==> config.mk <==
export PLATFORM = sky130hd
export DESIGN_NAME = sat_top
export DESIGN_NICKNAME = d
export VERILOG_FILES = /design/src/common/sat_pkg.sv /design/src/core/sat_top.sv /design/src/core/sat_xlate.sv
export VERILOG_INCLUDE_DIRS = /design/src /design/src/common
export SDC_FILE = /design/constraint.sdc
export NUM_CORES = 1
export LEC_CHECK = 0
export ABC_AREA = 1
export BUFFER_PORTS_ARGS = -buffer_cell sky130_fd_sc_hd__buf_2
export CORE_UTILIZATION = 45
export DETAILED_ROUTE_END_ITERATION = 10
export GPL_TIMING_DRIVEN = 1
export PLACE_DENSITY = 0.79
export SETUP_SLACK_MARGIN = 0.2
export SKIP_LAST_GASP = 1
export SYNTH_ARGS = -nofsm -noshare
export SYNTH_HDL_FRONTEND = slang
export SYNTH_SLANG_ARGS = --single-unit
==> constraint.sdc <==
create_clock -name pclk -period 1.95 [get_ports pclk]
set_input_delay 0.195 -clock pclk [delete_from_list [all_inputs] [get_ports pclk]]
set_output_delay 0.195 -clock pclk [all_outputs]
set_load 0.02 [all_outputs]
==> src/common/sat_defs.svh <==
`ifndef SAT_DEFS_SVH
`define SAT_DEFS_SVH

// apb register byte offsets
`define SAT_OFF_CTRL     12'h000
`define SAT_OFF_STATUS   12'h004
`define SAT_OFF_KSEG01_W 12'h008
`define SAT_OFF_USEG_W   12'h00C
`define SAT_OFF_MAPPED_KERNEL_SEGMENT_W  12'h010
`define SAT_OFF_IRQ_STAT 12'h014
`define SAT_OFF_IRQ_CLR  12'h018
`define SAT_OFF_IRQ_EN   12'h01C

// width field encodings
`define SAT_W8  2'h0
`define SAT_W16 2'h1
`define SAT_W32 2'h2

// reset value of width registers: every subsegment 32 bits
`define SAT_KSEG01_W_RST 16'hAAAA
`define SAT_USEG_W_RST   8'hAA
`define SAT_MAPPED_KERNEL_SEGMENT_W_RST  4'hA

// status and ctrl bit positions
`define SAT_ST_TS_BIT    0
`define SAT_ST_BUSY_BIT  1
`define SAT_CTRL_TS_BIT  0

// interrupt bits
`define SAT_IRQ_ADDRERR  0
`define SAT_IRQ_DONE     1
`define SAT_IRQ_BITS     2

`endif

==> src/common/sat_pkg.sv <==
package sat_pkg;
	typedef enum logic [1:0] {
		SAT_SEG_USER,
		SAT_SEG_CACHED,
		SAT_SEG_UNCACHED,
		SAT_SEG_MAPPED
	} sat_seg_t;

	// processor side request
	typedef struct packed {
		logic        valid;
		logic        write;
		logic        user_mode;
		logic        fetch;
		logic [31:0] addr;
		logic [31:0] wdata;
		logic [3:0]  be;
	} sat_req_t;

	// memory bus phase
	typedef struct packed {
		logic        valid;
		logic        write;
		logic        cacheable;
		logic [31:0] addr;
		logic [31:0] wdata;
		logic [1:0]  size;
	} sat_mem_t;
endpackage

==> src/core/sat_top.sv <==
// Added by the designer: the APB slave port and the register addresses.
`timescale 1ns/1ps
`default_nettype none
`include "sat_defs.svh"
module sat_top
	import sat_pkg::*;
#(
	parameter bit HAS_TLB = 1'b0
)(
	// clock and reset
	input  wire logic        pclk,
	input  wire logic        presetn,
	// apb slave
	input  wire logic        psel,
	input  wire logic        penable,
	input  wire logic        pwrite,
	input  wire logic [11:0] paddr,
	input  wire logic [31:0] pwdata,
	output logic [31:0]      prdata,
	output logic             pready,
	output logic             pslverr,
	// processor side
	input  wire sat_req_t    cpu_req,
	output logic             cpu_ready,
	output logic [31:0]      cpu_rdata,
	output logic             cpu_addr_err,
	// memory side
	output sat_mem_t         mem,
	input  wire logic        mem_ack,
	input  wire logic [31:0] mem_rdata,
	// interrupt
	output logic             irq
);
	typedef enum logic [1:0] {SAT_IDLE, SAT_LOOK, SAT_PHASE, SAT_DONE} sat_state_t;

	// refuse a variant flag that the reset logic cannot serve
	if (HAS_TLB != 1'b0 && HAS_TLB != 1'b1) begin : g_bad_has_tlb
		$error("sat_top: bad HAS_TLB");
	end

	// ----------------------------------------------------------------
	// registers
	// ----------------------------------------------------------------
	logic [15:0] kseg01_w, next_kseg01_w;
	logic [7:0]  useg_w, next_useg_w;
	logic [3:0]  mapped_kernel_segment_w, next_mapped_kernel_segment_w;
	logic        ts_flag, next_ts_flag;
	logic [`SAT_IRQ_BITS-1:0] irq_stat, next_irq_stat;
	logic [`SAT_IRQ_BITS-1:0] irq_en, next_irq_en;
	logic [31:0] next_prdata;
	logic        next_pready, next_pslverr, next_irq;

	// ----------------------------------------------------------------
	// access engine state
	// ----------------------------------------------------------------
	sat_state_t  state, next_state;
	sat_req_t    req, next_req;
	sat_mem_t    next_mem;
	logic [1:0]  phase, next_phase;
	logic [31:0] rbuf, next_rbuf;
	logic        next_cpu_ready, next_cpu_addr_err;
	logic [31:0] next_cpu_rdata;
	logic        ev_err, ev_done;

	logic [31:0] x_paddr;
	sat_seg_t    x_seg;
	logic [1:0]  x_width;

	sat_xlate u_xlate (
		.pclk     (pclk),
		.presetn  (presetn),
		// lookup starts on the take edge so the result is ready in SAT_LOOK
		.vaddr    (state == SAT_IDLE ? cpu_req.addr : req.addr),
		.kseg01_w (kseg01_w),
		.useg_w   (useg_w),
		.mapped_kernel_segment_w  (mapped_kernel_segment_w),
		.paddr    (x_paddr),
		.seg      (x_seg),
		.width    (x_width)
	);

	wire logic setup  = psel && !penable;
	wire logic wr_acc = psel && penable && pwrite && pready;

	// ----------------------------------------------------------------
	// apb slave, no wait state: pready rises in the first access cycle
	// ----------------------------------------------------------------
	always_comb begin
		next_kseg01_w = kseg01_w;
		next_useg_w   = useg_w;
		next_mapped_kernel_segment_w  = mapped_kernel_segment_w;
		next_ts_flag  = ts_flag;
		next_irq_en   = irq_en;
		next_prdata   = prdata;
		next_pslverr  = 1'b0;
		next_pready   = 1'b0;
		next_irq_stat = irq_stat;
		if (setup) begin
			next_pready = 1'b1;
			next_prdata = 32'h0000_0000;
			unique case (paddr)
				`SAT_OFF_CTRL:     next_prdata = {31'h0, ts_flag};
				`SAT_OFF_STATUS:   next_prdata = {30'h0, state != SAT_IDLE, ts_flag};
				`SAT_OFF_KSEG01_W: next_prdata = {16'h0, kseg01_w};
				`SAT_OFF_USEG_W:   next_prdata = {24'h0, useg_w};
				`SAT_OFF_MAPPED_KERNEL_SEGMENT_W:  next_prdata = {28'h0, mapped_kernel_segment_w};
				`SAT_OFF_IRQ_STAT: next_prdata = {30'h0, irq_stat};
				`SAT_OFF_IRQ_CLR:  next_prdata = 32'h0000_0000;
				`SAT_OFF_IRQ_EN:   next_prdata = {30'h0, irq_en};
				default:           next_pslverr = 1'b1;
			endcase
		end
		if (wr_acc) begin
			unique case (paddr)
				`SAT_OFF_CTRL:     next_ts_flag = pwdata[`SAT_CTRL_TS_BIT];
				`SAT_OFF_KSEG01_W: next_kseg01_w = pwdata[15:0];
				`SAT_OFF_USEG_W:   next_useg_w = pwdata[7:0];
				`SAT_OFF_MAPPED_KERNEL_SEGMENT_W:  next_mapped_kernel_segment_w = pwdata[3:0];
				`SAT_OFF_IRQ_CLR:  next_irq_stat = irq_stat & ~pwdata[`SAT_IRQ_BITS-1:0];
				`SAT_OFF_IRQ_EN:   next_irq_en = pwdata[`SAT_IRQ_BITS-1:0];
				default:           next_irq_stat = irq_stat;
			endcase
		end
		// set wins over clear
		if (ev_err)
			next_irq_stat[`SAT_IRQ_ADDRERR] = 1'b1;
		if (ev_done)
			next_irq_stat[`SAT_IRQ_DONE] = 1'b1;
		next_irq = |(next_irq_stat & next_irq_en);
	end

	always_ff @(posedge pclk or negedge presetn) begin
		if (!presetn) begin
			kseg01_w <= `SAT_KSEG01_W_RST;
			useg_w   <= `SAT_USEG_W_RST;
			mapped_kernel_segment_w  <= `SAT_MAPPED_KERNEL_SEGMENT_W_RST;
			ts_flag  <= ~HAS_TLB;
			irq_stat <= '0;
			irq_en   <= '0;
			prdata   <= 32'h0000_0000;
			pready   <= 1'b0;
			pslverr  <= 1'b0;
			irq      <= 1'b0;
		end else begin
			kseg01_w <= next_kseg01_w;
			useg_w   <= next_useg_w;
			mapped_kernel_segment_w  <= next_mapped_kernel_segment_w;
			ts_flag  <= next_ts_flag;
			irq_stat <= next_irq_stat;
			irq_en   <= next_irq_en;
			prdata   <= next_prdata;
			pready   <= next_pready;
			pslverr  <= next_pslverr;
			irq      <= next_irq;
		end
	end

	// ----------------------------------------------------------------
	// access engine
	// ----------------------------------------------------------------
	function automatic logic [1:0] phases_of(input logic [1:0] w);
		unique case (w)
			`SAT_W8:  phases_of = 2'h3;
			`SAT_W16: phases_of = 2'h1;
			default:  phases_of = 2'h0;
		endcase
	endfunction

	always_comb begin
		next_state        = state;
		next_req          = req;
		next_mem          = mem;
		next_phase        = phase;
		next_rbuf         = rbuf;
		next_cpu_ready    = 1'b0;
		next_cpu_rdata    = cpu_rdata;
		next_cpu_addr_err = 1'b0;
		ev_err            = 1'b0;
		ev_done           = 1'b0;
		unique case (state)
			SAT_IDLE: begin
				// the edge that sees cpu_ready high closes the old request
				if (cpu_req.valid && !cpu_ready) begin
					next_req = cpu_req;
					if (cpu_req.user_mode && cpu_req.addr[31]) begin
						// no bus phase is issued for the faulting access
						next_cpu_addr_err = 1'b1;
						next_cpu_ready    = 1'b1;
						ev_err            = 1'b1;
					end else begin
						next_state = SAT_LOOK;
					end
				end
			end
			SAT_LOOK: begin
				// software sees a 32-bit memory whatever the port width
				next_phase      = phases_of(x_width);
				next_rbuf       = 32'h0000_0000;
				next_mem.valid  = 1'b1;
				next_mem.write  = req.write;
				next_mem.cacheable = (x_seg == SAT_SEG_CACHED) && !req.write;
				next_mem.addr   = x_paddr;
				next_mem.wdata  = req.wdata;
				next_mem.size   = x_width;
				next_state      = SAT_PHASE;
			end
			SAT_PHASE: begin
				if (mem_ack) begin
					unique case (mem.size)
						`SAT_W8:  next_rbuf = {mem_rdata[7:0], rbuf[31:8]};
						`SAT_W16: next_rbuf = {mem_rdata[15:0], rbuf[31:16]};
						default:  next_rbuf = mem_rdata;
					endcase
					if (phase == 2'h0) begin
						next_mem.valid = 1'b0;
						next_state     = SAT_DONE;
					end else begin
						// narrow port: step address and shift write data
						next_phase = phase - 2'h1;
						unique case (mem.size)
							`SAT_W8: begin
								next_mem.addr  = mem.addr + 32'h1;
								next_mem.wdata = {8'h00, mem.wdata[31:8]};
							end
							default: begin
								next_mem.addr  = mem.addr + 32'h2;
								next_mem.wdata = {16'h0000, mem.wdata[31:16]};
							end
						endcase
					end
				end
			end
			SAT_DONE: begin
				next_cpu_ready = 1'b1;
				next_cpu_rdata = rbuf;
				ev_done        = 1'b1;
				next_state     = SAT_IDLE;
			end
		endcase
	end

	always_ff @(posedge pclk or negedge presetn) begin
		if (!presetn) begin
			state        <= SAT_IDLE;
			req          <= '0;
			mem          <= '0;
			phase        <= 2'h0;
			rbuf         <= 32'h0000_0000;
			cpu_ready    <= 1'b0;
			cpu_rdata    <= 32'h0000_0000;
			cpu_addr_err <= 1'b0;
		end else begin
			state        <= next_state;
			req          <= next_req;
			mem          <= next_mem;
			phase        <= next_phase;
			rbuf         <= next_rbuf;
			cpu_ready    <= next_cpu_ready;
			cpu_rdata    <= next_cpu_rdata;
			cpu_addr_err <= next_cpu_addr_err;
		end
	end
endmodule
`default_nettype wire

==> src/core/sat_xlate.sv <==
`timescale 1ns/1ps
`default_nettype none
`include "sat_defs.svh"
module sat_xlate
	import sat_pkg::*;
(
	// clock and reset
	input  wire logic        pclk,
	input  wire logic        presetn,
	// lookup
	input  wire logic [31:0] vaddr,
	input  wire logic [15:0] kseg01_w,
	input  wire logic [7:0]  useg_w,
	input  wire logic [3:0]  mapped_kernel_segment_w,
	// result, registered
	output logic [31:0]      paddr,
	output sat_seg_t         seg,
	output logic [1:0]       width
);
	sat_seg_t    next_seg;
	logic [31:0] next_paddr;
	logic [1:0]  next_width;

	always_comb begin
		next_paddr = vaddr;
		next_seg   = SAT_SEG_USER;
		next_width = `SAT_W32;
		// reserved areas fall through with their segment
		unique case (vaddr[31:29])
			3'h4: begin
				next_seg   = SAT_SEG_CACHED;
				next_paddr = {3'h0, vaddr[28:0]};
				next_width = kseg01_w[vaddr[28:26]*2 +: 2];
			end
			3'h5: begin
				next_seg   = SAT_SEG_UNCACHED;
				next_paddr = {3'h0, vaddr[28:0]};
				next_width = kseg01_w[vaddr[28:26]*2 +: 2];
			end
			3'h6, 3'h7: begin
				next_seg   = SAT_SEG_MAPPED;
				next_paddr = vaddr;
				next_width = mapped_kernel_segment_w[vaddr[29]*2 +: 2];
			end
			default: begin
				// mode does not enter, so kernel sees user mapping
				next_seg   = SAT_SEG_USER;
				next_paddr = {vaddr[30] ? 2'h2 : 2'h1, vaddr[29:0]};
				next_width = useg_w[vaddr[30:29]*2 +: 2];
			end
		endcase
	end

	always_ff @(posedge pclk or negedge presetn) begin
		if (!presetn) begin
			paddr <= 32'h0000_0000;
			seg   <= SAT_SEG_USER;
			width <= `SAT_W32;
		end else begin
			paddr <= next_paddr;
			seg   <= next_seg;
			width <= next_width;
		end
	end
endmodule
`default_nettype wire

==> results of run 1 <==
## layout by cell type (no fill, tap or decap), types with 14 or more instances in the layout
| cell type | Yosys | final |
|---|---|---|
| buf_4 | 20 | 47 |
| clkbuf_16 | 0 | 36 |
| o21ai_1 | 37 | 37 |
| dfstp_2 | 16 | 16 |
| inv_1 | 169 | 163 |
| nor2_4 | 8 | 14 |
| dlygate4sd3_1 | 0 | 91 |
| o211ai_1 | 17 | 17 |
| o21ai_0 | 180 | 177 |
| nor2_1 | 105 | 97 |
| dfrtp_1 | 276 | 276 |
| a21oi_1 | 113 | 86 |
| buf_2 | 22 | 253 |
| inv_2 | 13 | 17 |
| nand3_1 | 61 | 57 |
| a21oi_2 | 1 | 27 |
| nand2_1 | 487 | 483 |
| o22ai_1 | 38 | 38 |
| conb_1 | 1 | 16 |
## flip-flops by register name, indices dropped and copies added, names as in the netlist
| register | count |
|---|---|
| cpu_addr_err | 1 |
| cpu_rdata | 32 |
| cpu_ready | 1 |
| irq | 1 |
| irq_en | 2 |
| irq_stat | 2 |
| kseg01_w | 16 |
| mapped_kernel_segment_w | 4 |
| mem | 69 |
| phase | 2 |
| prdata | 16 |
| pready | 1 |
| pslverr | 1 |
| rbuf | 32 |
| req | 65 |
| state | 2 |
| ts_flag | 1 |
| u_xlate.paddr | 32 |
| u_xlate.seg | 2 |
| u_xlate.width | 2 |
| useg_w | 8 |
## cells by family after synthesis
logic type,share of synthesized area (%)
AND/OR/NAND/NOR,21.2
AO/OA/AOI/OAI,16.4
flip-flops,52.7
buffers and inverters,8.54
adder cells (fa/ha/maj),0.630
multiplexers,0.324
XOR/XNOR,0.126
other,0.0270
## stage by stage
step / area (um2) / std cells / util, %
floorplan: 13900 / 1724 / -
global placement: 15700 / 2319 / 52.1
detailed placement: 15700 / 2319 / 52.1
CTS: 17900 / 2479 / 59.5
global route: 18300 / 2494 / 60.8
finish: 18300 / 2494 / 60.8
## worst max-delay path, delay by kind of cell (launching register included)
kind                       cells  cell delay [ns]
AOI/OAI and AO/OA              3             0.26
buffers and inverters          5             0.49
adders and majority gates      1             0.23
and+or+nand+nor                3             0.30
DFF                            1             0.39
## layer usage
metal | track usage [%] | up-vias
li1 | - | 6281
met1 | 34.3 | 6175
met2 | 41.4 | 491
met3 | 3.32 | 90
met4 | 9.83 | 0
met5 | 0 | -
## worst paths after layout
path	end	slack [ns]	depth (start not counted)
setup reg to reg	mem[61]	0.16	12
setup / recovery	mem[61]	0.16	12
max in group asynchronous	mapped_kernel_segment_w[1]	0.92	3
min in group asynchronous	rbuf[12]	0.28	2
hold / removal	rbuf[20]	0.008	3
hold reg to reg	mem[66]	0.44	1
## cell type report
cell class                 instances  area share [%]
sequential                       292            40.1
inverter                         185            3.88
multi-input combinational       1150            31.3
clock buffer                      50            5.60
tap                              390            2.67
timing repair buffer             414            15.9
clock inverter                    10           0.466
antenna                            3          0.0411
## what timing repair did
item | 4_1_cts | 5_1_grt
buffers inserted | 10 | 10
endpoints found under the setup margin | 149 | 147
hold endpoints to repair | 170 | 1
pin swaps | 4 | 17
hold buffers | 90 | 1
gates resized for setup | 30 | 78
cloned | 0 | 1
## power groups by stage
stage | clock network (mW) | logic, mW | registers, mW
final | 6.23 | 13.1 | 10.0
after global routing | 6.58 | 14.5 | 10.2
after CTS | 6.34 | 12.2 | 9.91
after detailed placement | 0 | 11.5 | 9.98
after global placement | 0 | 11.2 | 9.91
after floorplan | 0 | 6.80 | 10.7
==> reports/metrics.csv, run 1 <==
metric,value,unit
status,"finished, final reports clean",
area occupied by multi-input gates,0.00572,mm2
Synth top cells by count,"nand2_1 (487), dfrtp_1 (276), o21ai_0 (180)",
Initial Utilization,46.3,%
Reg power frac,34.1,%
number of fill cells in the layout,2450,
peak supply drop,0.661,mV
FMAX,0.559,GHz
root buffer cell,clkbuf_16,
die area,0.0316,mm2
CTS buffer count,34,
"Worst Path Class, Setup",register to register,
Internal Power,16.8,mW
Metal-1 WL,18.1,mm
Synth Flop Type,dfrtp_1,
Post-synth ARST share,100,%
CP required,2.32,ns
critical path peak fanout,10,
DIE WIDTH,178,um
IO Pins,292,
Critical Path Slowest Stage Cell,dfrtp_1,
Slew Limit Headroom,51.9,%
critical path launch point type,register,
metal3 WL,2.49,mm
Yosys top cell area share,49.7,%
synthesized flop and latch total,292,
final WL,41.0,mm
hold wc startpoint,mem_rdata[20],
Gate power share,44.7,%
Final HPWL DP,27.0,mm
CTS H-tree lvls,2,
remaining global-route overflow,0,
number of synthesized flops with an enable pin,0,
worst slew pin tran,0.720,ns
Area Growth Syn to Fin,31.5,%
maxcap violations,0,
synth unique cells,47,
TritonCTS clock tree,built,
GRT Total Usage,25.4,%
setup TNS,0,ns
RePlAce Congestion,0.912,
hold crit path type,primary input to register,
crit end category,register,
Setup crit start,state[0],
Die Y,178,um
Final Hold Viols,0,
pin count of the biggest net entering global routing,72,
Leakage,9.17,nW
drt wl/cell,16.4,um
initial antenna violation count,3,
Worst Skew,0.0124,ns
antenna-violating nets left,0,
row count,63,
I/O Buffers,254,
clock sink total,292,
Core Box Area,0.0300,mm2
setup ws final,0.161,ns
fin crit period,1.79,ns
Pwr Total,29.4,mW
1st-pass router iterations,5,
critical path arrival,2.16,ns
clock share of power,21.2,%
"top cells by area, synth","dfrtp_1 (50%), nand2_1 (13%), o21ai_0 (6.5%)",
switching share of total power,42.7,%
vias,13000,
final setup fails,0,
RSZ-0062 raised after global routing,true,
PwrDens,1610,mW/mm2
critical path's largest stage delay,0.39,ns
yosys warns,0,
"count leader, synth",nand2_1,
DRC,0,
Vias per Instance,5.23,
initial DRC count,1114,
RR Startpoint,state[0],
cells along the critical path,inv_2 -> ha_4 -> inv_8 -> nor2_4 -> o21ai_4 -> nand2_4 -> inv_6 -> buf_4 -> a21oi_2 -> nand2_1 -> o21ai_1 -> inv_1,
sequential cell area,0.00733,mm2
"Reg clk slew, reported paths",0.06,ns
metal2 WL,19.1,mm
Slew Limit Fails,0,
first-pass GRT wire length,63.9,mm
Post-Synthesis Cells,1709,
layout cells sized above 1,23.8,%
Place WS,-0.0357,ns
syn_area_per_cell,8.13,um2
Psw,12.5,mW
part of the Yosys area used for sequential elements,52.7,%
highest metal used,met4,
nets,2238,
vias in the first global route,12600,
Max clock buf depth,3,
clock latency on the worst-skew pair,0.49,ns
largest area contributor in the netlist,dfrtp_1,
Hold WS,0.00770,ns
Tcrit/Tclk final,91.7,%
Mapped Area,0.0139,mm2
No activity file was read; power rests on OpenSTA's default activity.
==> run 2, diff against run 1 <==
CTS_BUF_LIST = sky130_fd_sc_hd__clkbuf_4 sky130_fd_sc_hd__clkbuf_8   (was unset)
GPL_ROUTABILITY_DRIVEN = 0   (was unset)
==> run 2 against run 1 <==
Maximum frequency is 1.3% lower. Critical path type unchanged. Setup slack worse by 0.024 ns. Design area is 0.42% higher. Via count is 3.0% higher. Count of clock-buffer cells in the layout is 29 higher. Power is 0.15% lower. Register-to-register slack worse by 0.02 ns. Combinational power is 4% lower. Cell count is 1.5% higher.
==> reports/metrics.csv, run 2 (synthesized netlist as in run 1, its figures left out) <==
metric,value,unit
crit end category,register,
placed cells,2313,
antenna-violating nets left,0,
hold crit path type,primary input to register,
PwrDens,1600,mW/mm2
CTS buffer count,50,
fin area,0.0183,mm2
Slew Limit Headroom,52.8,%
placed cell area,0.0156,mm2
DIE WIDTH,178,um
worst slew pin tran,0.708,ns
Core Box Area,0.0300,mm2
DRC,0,
RSZ-0062 raised after global routing,true,
clock sink total,292,
Slew Limit Fails,0,
cells along the critical path,inv_2 -> ha_4 -> inv_6 -> nor2_4 -> o21ai_4 -> nand2_4 -> inv_8 -> buf_4 -> a21oi_1 -> nand2_1 -> o21ai_1 -> inv_1,
root buffer cell,clkbuf_8,
final setup fails,0,
status,"finished, final reports clean",
metal3 WL,3.26,mm
Initial Utilization,46.3,%
critical path arrival,2.26,ns
critical path's largest stage delay,0.41,ns
Final HPWL DP,26.8,mm
"Reg clk slew, reported paths",0.06,ns
critical path launch point type,register,
nets,2257,
final WL,40.9,mm
Layout Cells excl Fill,2531,
TritonCTS clock tree,built,
"commonest non-fill, non-tap cell in the layout",nand2_1,
vias,13400,
critical path peak fanout,8,
Worst Skew,0.0228,ns
Critical Path Slowest Stage Cell,dfrtp_1,
Leakage,9.24,nW
IO Pins,292,
Largest Register,mem,
I/O Buffers,254,
first-pass GRT wire length,65.7,mm
setup TNS,0,ns
number of fill cells in the layout,2452,
Max clock buf depth,3,
Vias per Instance,5.31,
pin count of the biggest net entering global routing,73,
Die Y,178,um
peak supply drop,0.907,mV
layout cells sized above 1,23.7,%
vias in the first global route,13100,
drt wl/cell,16.2,um
remaining global-route overflow,0,
metal2 WL,18.9,mm
Largest register FFs,69,
row count,63,
Area Growth Syn to Fin,32.1,%
1st-pass router iterations,5,
"Worst Path Class, Setup",register to register,
fin crit period,1.81,ns
initial DRC count,1151,
GRT Total Usage,26.1,%
FMAX,0.551,GHz
Final Hold Viols,0,
leading registers by flop count,"mem: 69 flops, req: 65 flops",
highest metal used,met4,
Tcrit/Tclk final,93.0,%
clock latency on the worst-skew pair,0.57,ns
maxcap violations,0,
CP required,2.40,ns
Metal-1 WL,17.0,mm
initial antenna violation count,4,
CTS H-tree lvls,2,
die area,0.0316,mm2
"commonest cells after routing, fill and taps aside","nand2_1 (482), dfrtp_1 (276), buf_2 (253)",
[run 2: final cells by class]
class | instances | area (um2) | area share, %
Sequential cell | 292 | 7330 | 39.9
Clock buffer | 79 | 987 | 5.38
Timing Repair Buffer | 417 | 2920 | 15.9
Clock inverter | 14 | 254 | 1.38
Antenna cell | 4 | 10.0 | 0.0546
Multi-Input combinational cell | 1150 | 5640 | 30.8
Tap cell | 390 | 488 | 2.66
Inverter | 185 | 714 | 3.89
[run 2: worst paths after layout]
check	from	endpoint	slack [ns]	cells after the start
min in group asynchronous	presetn	prdata[2]	0.14	2
hold reg to reg	u_xlate.seg[1]	mem[66]	0.44	1
hold / removal	mem_rdata[6]	rbuf[6]	0.03	3
setup / recovery	state[0]	mem[55]	0.14	12
max in group asynchronous	presetn	req[18]	1.03	3
setup reg to reg	state[0]	mem[55]	0.14	12
[run 2: layer usage]
| metal | vias to the layer above | GRT usage, % |
|---|---|---|
| met5 | - | 0 |
| met4 | 0 | 11.6 |
| met3 | 162 | 5.38 |
| met2 | 673 | 41.2 |
| met1 | 6272 | 34.7 |
| li1 | 6323 | - |
[run 2: through the flow]
stage	setup slack (ns)	hold slack (ns)	total power, mW	util (%)
finish	0.137	0.0349	29.3	61.1
global route	0.0608	0.0433	31.3	61.1
CTS	0.145	0.00293	28.7	60.2
detailed placement	0.00422	0.155	21.4	51.9
global placement	0.0584	0.150	20.9	51.9
floorplan	0.287	-0.101	17.5	-
[run 2: report_power, final]
part / internal, mW / switching (mW) / total, mW
logic: 4.41 / 8.24 / 12.6
registers: 8.37 / 1.62 / 9.99
clock network: 4.15 / 2.54 / 6.69
total: 16.9 / 12.4 / 29.3
[run 2: timing repair]
action,in CTS,in global routing
hold endpoints to repair,349,0
cloned,0,0
buffers inserted,3,9
hold buffers,109,0
setup endpoints to repair,163,156
pin swaps,2,16
gates resized for setup,32,58
[run 2: critical path: cells and delay by family (launching register included)]
kind / cells / cell delay, ns
buffers and inverters: 5 / 0.44
flip-flops: 1 / 0.41
AND/OR/NAND/NOR: 3 / 0.33
AO/OA/AOI/OAI: 3 / 0.29
adder cells (fa/ha/maj): 1 / 0.21
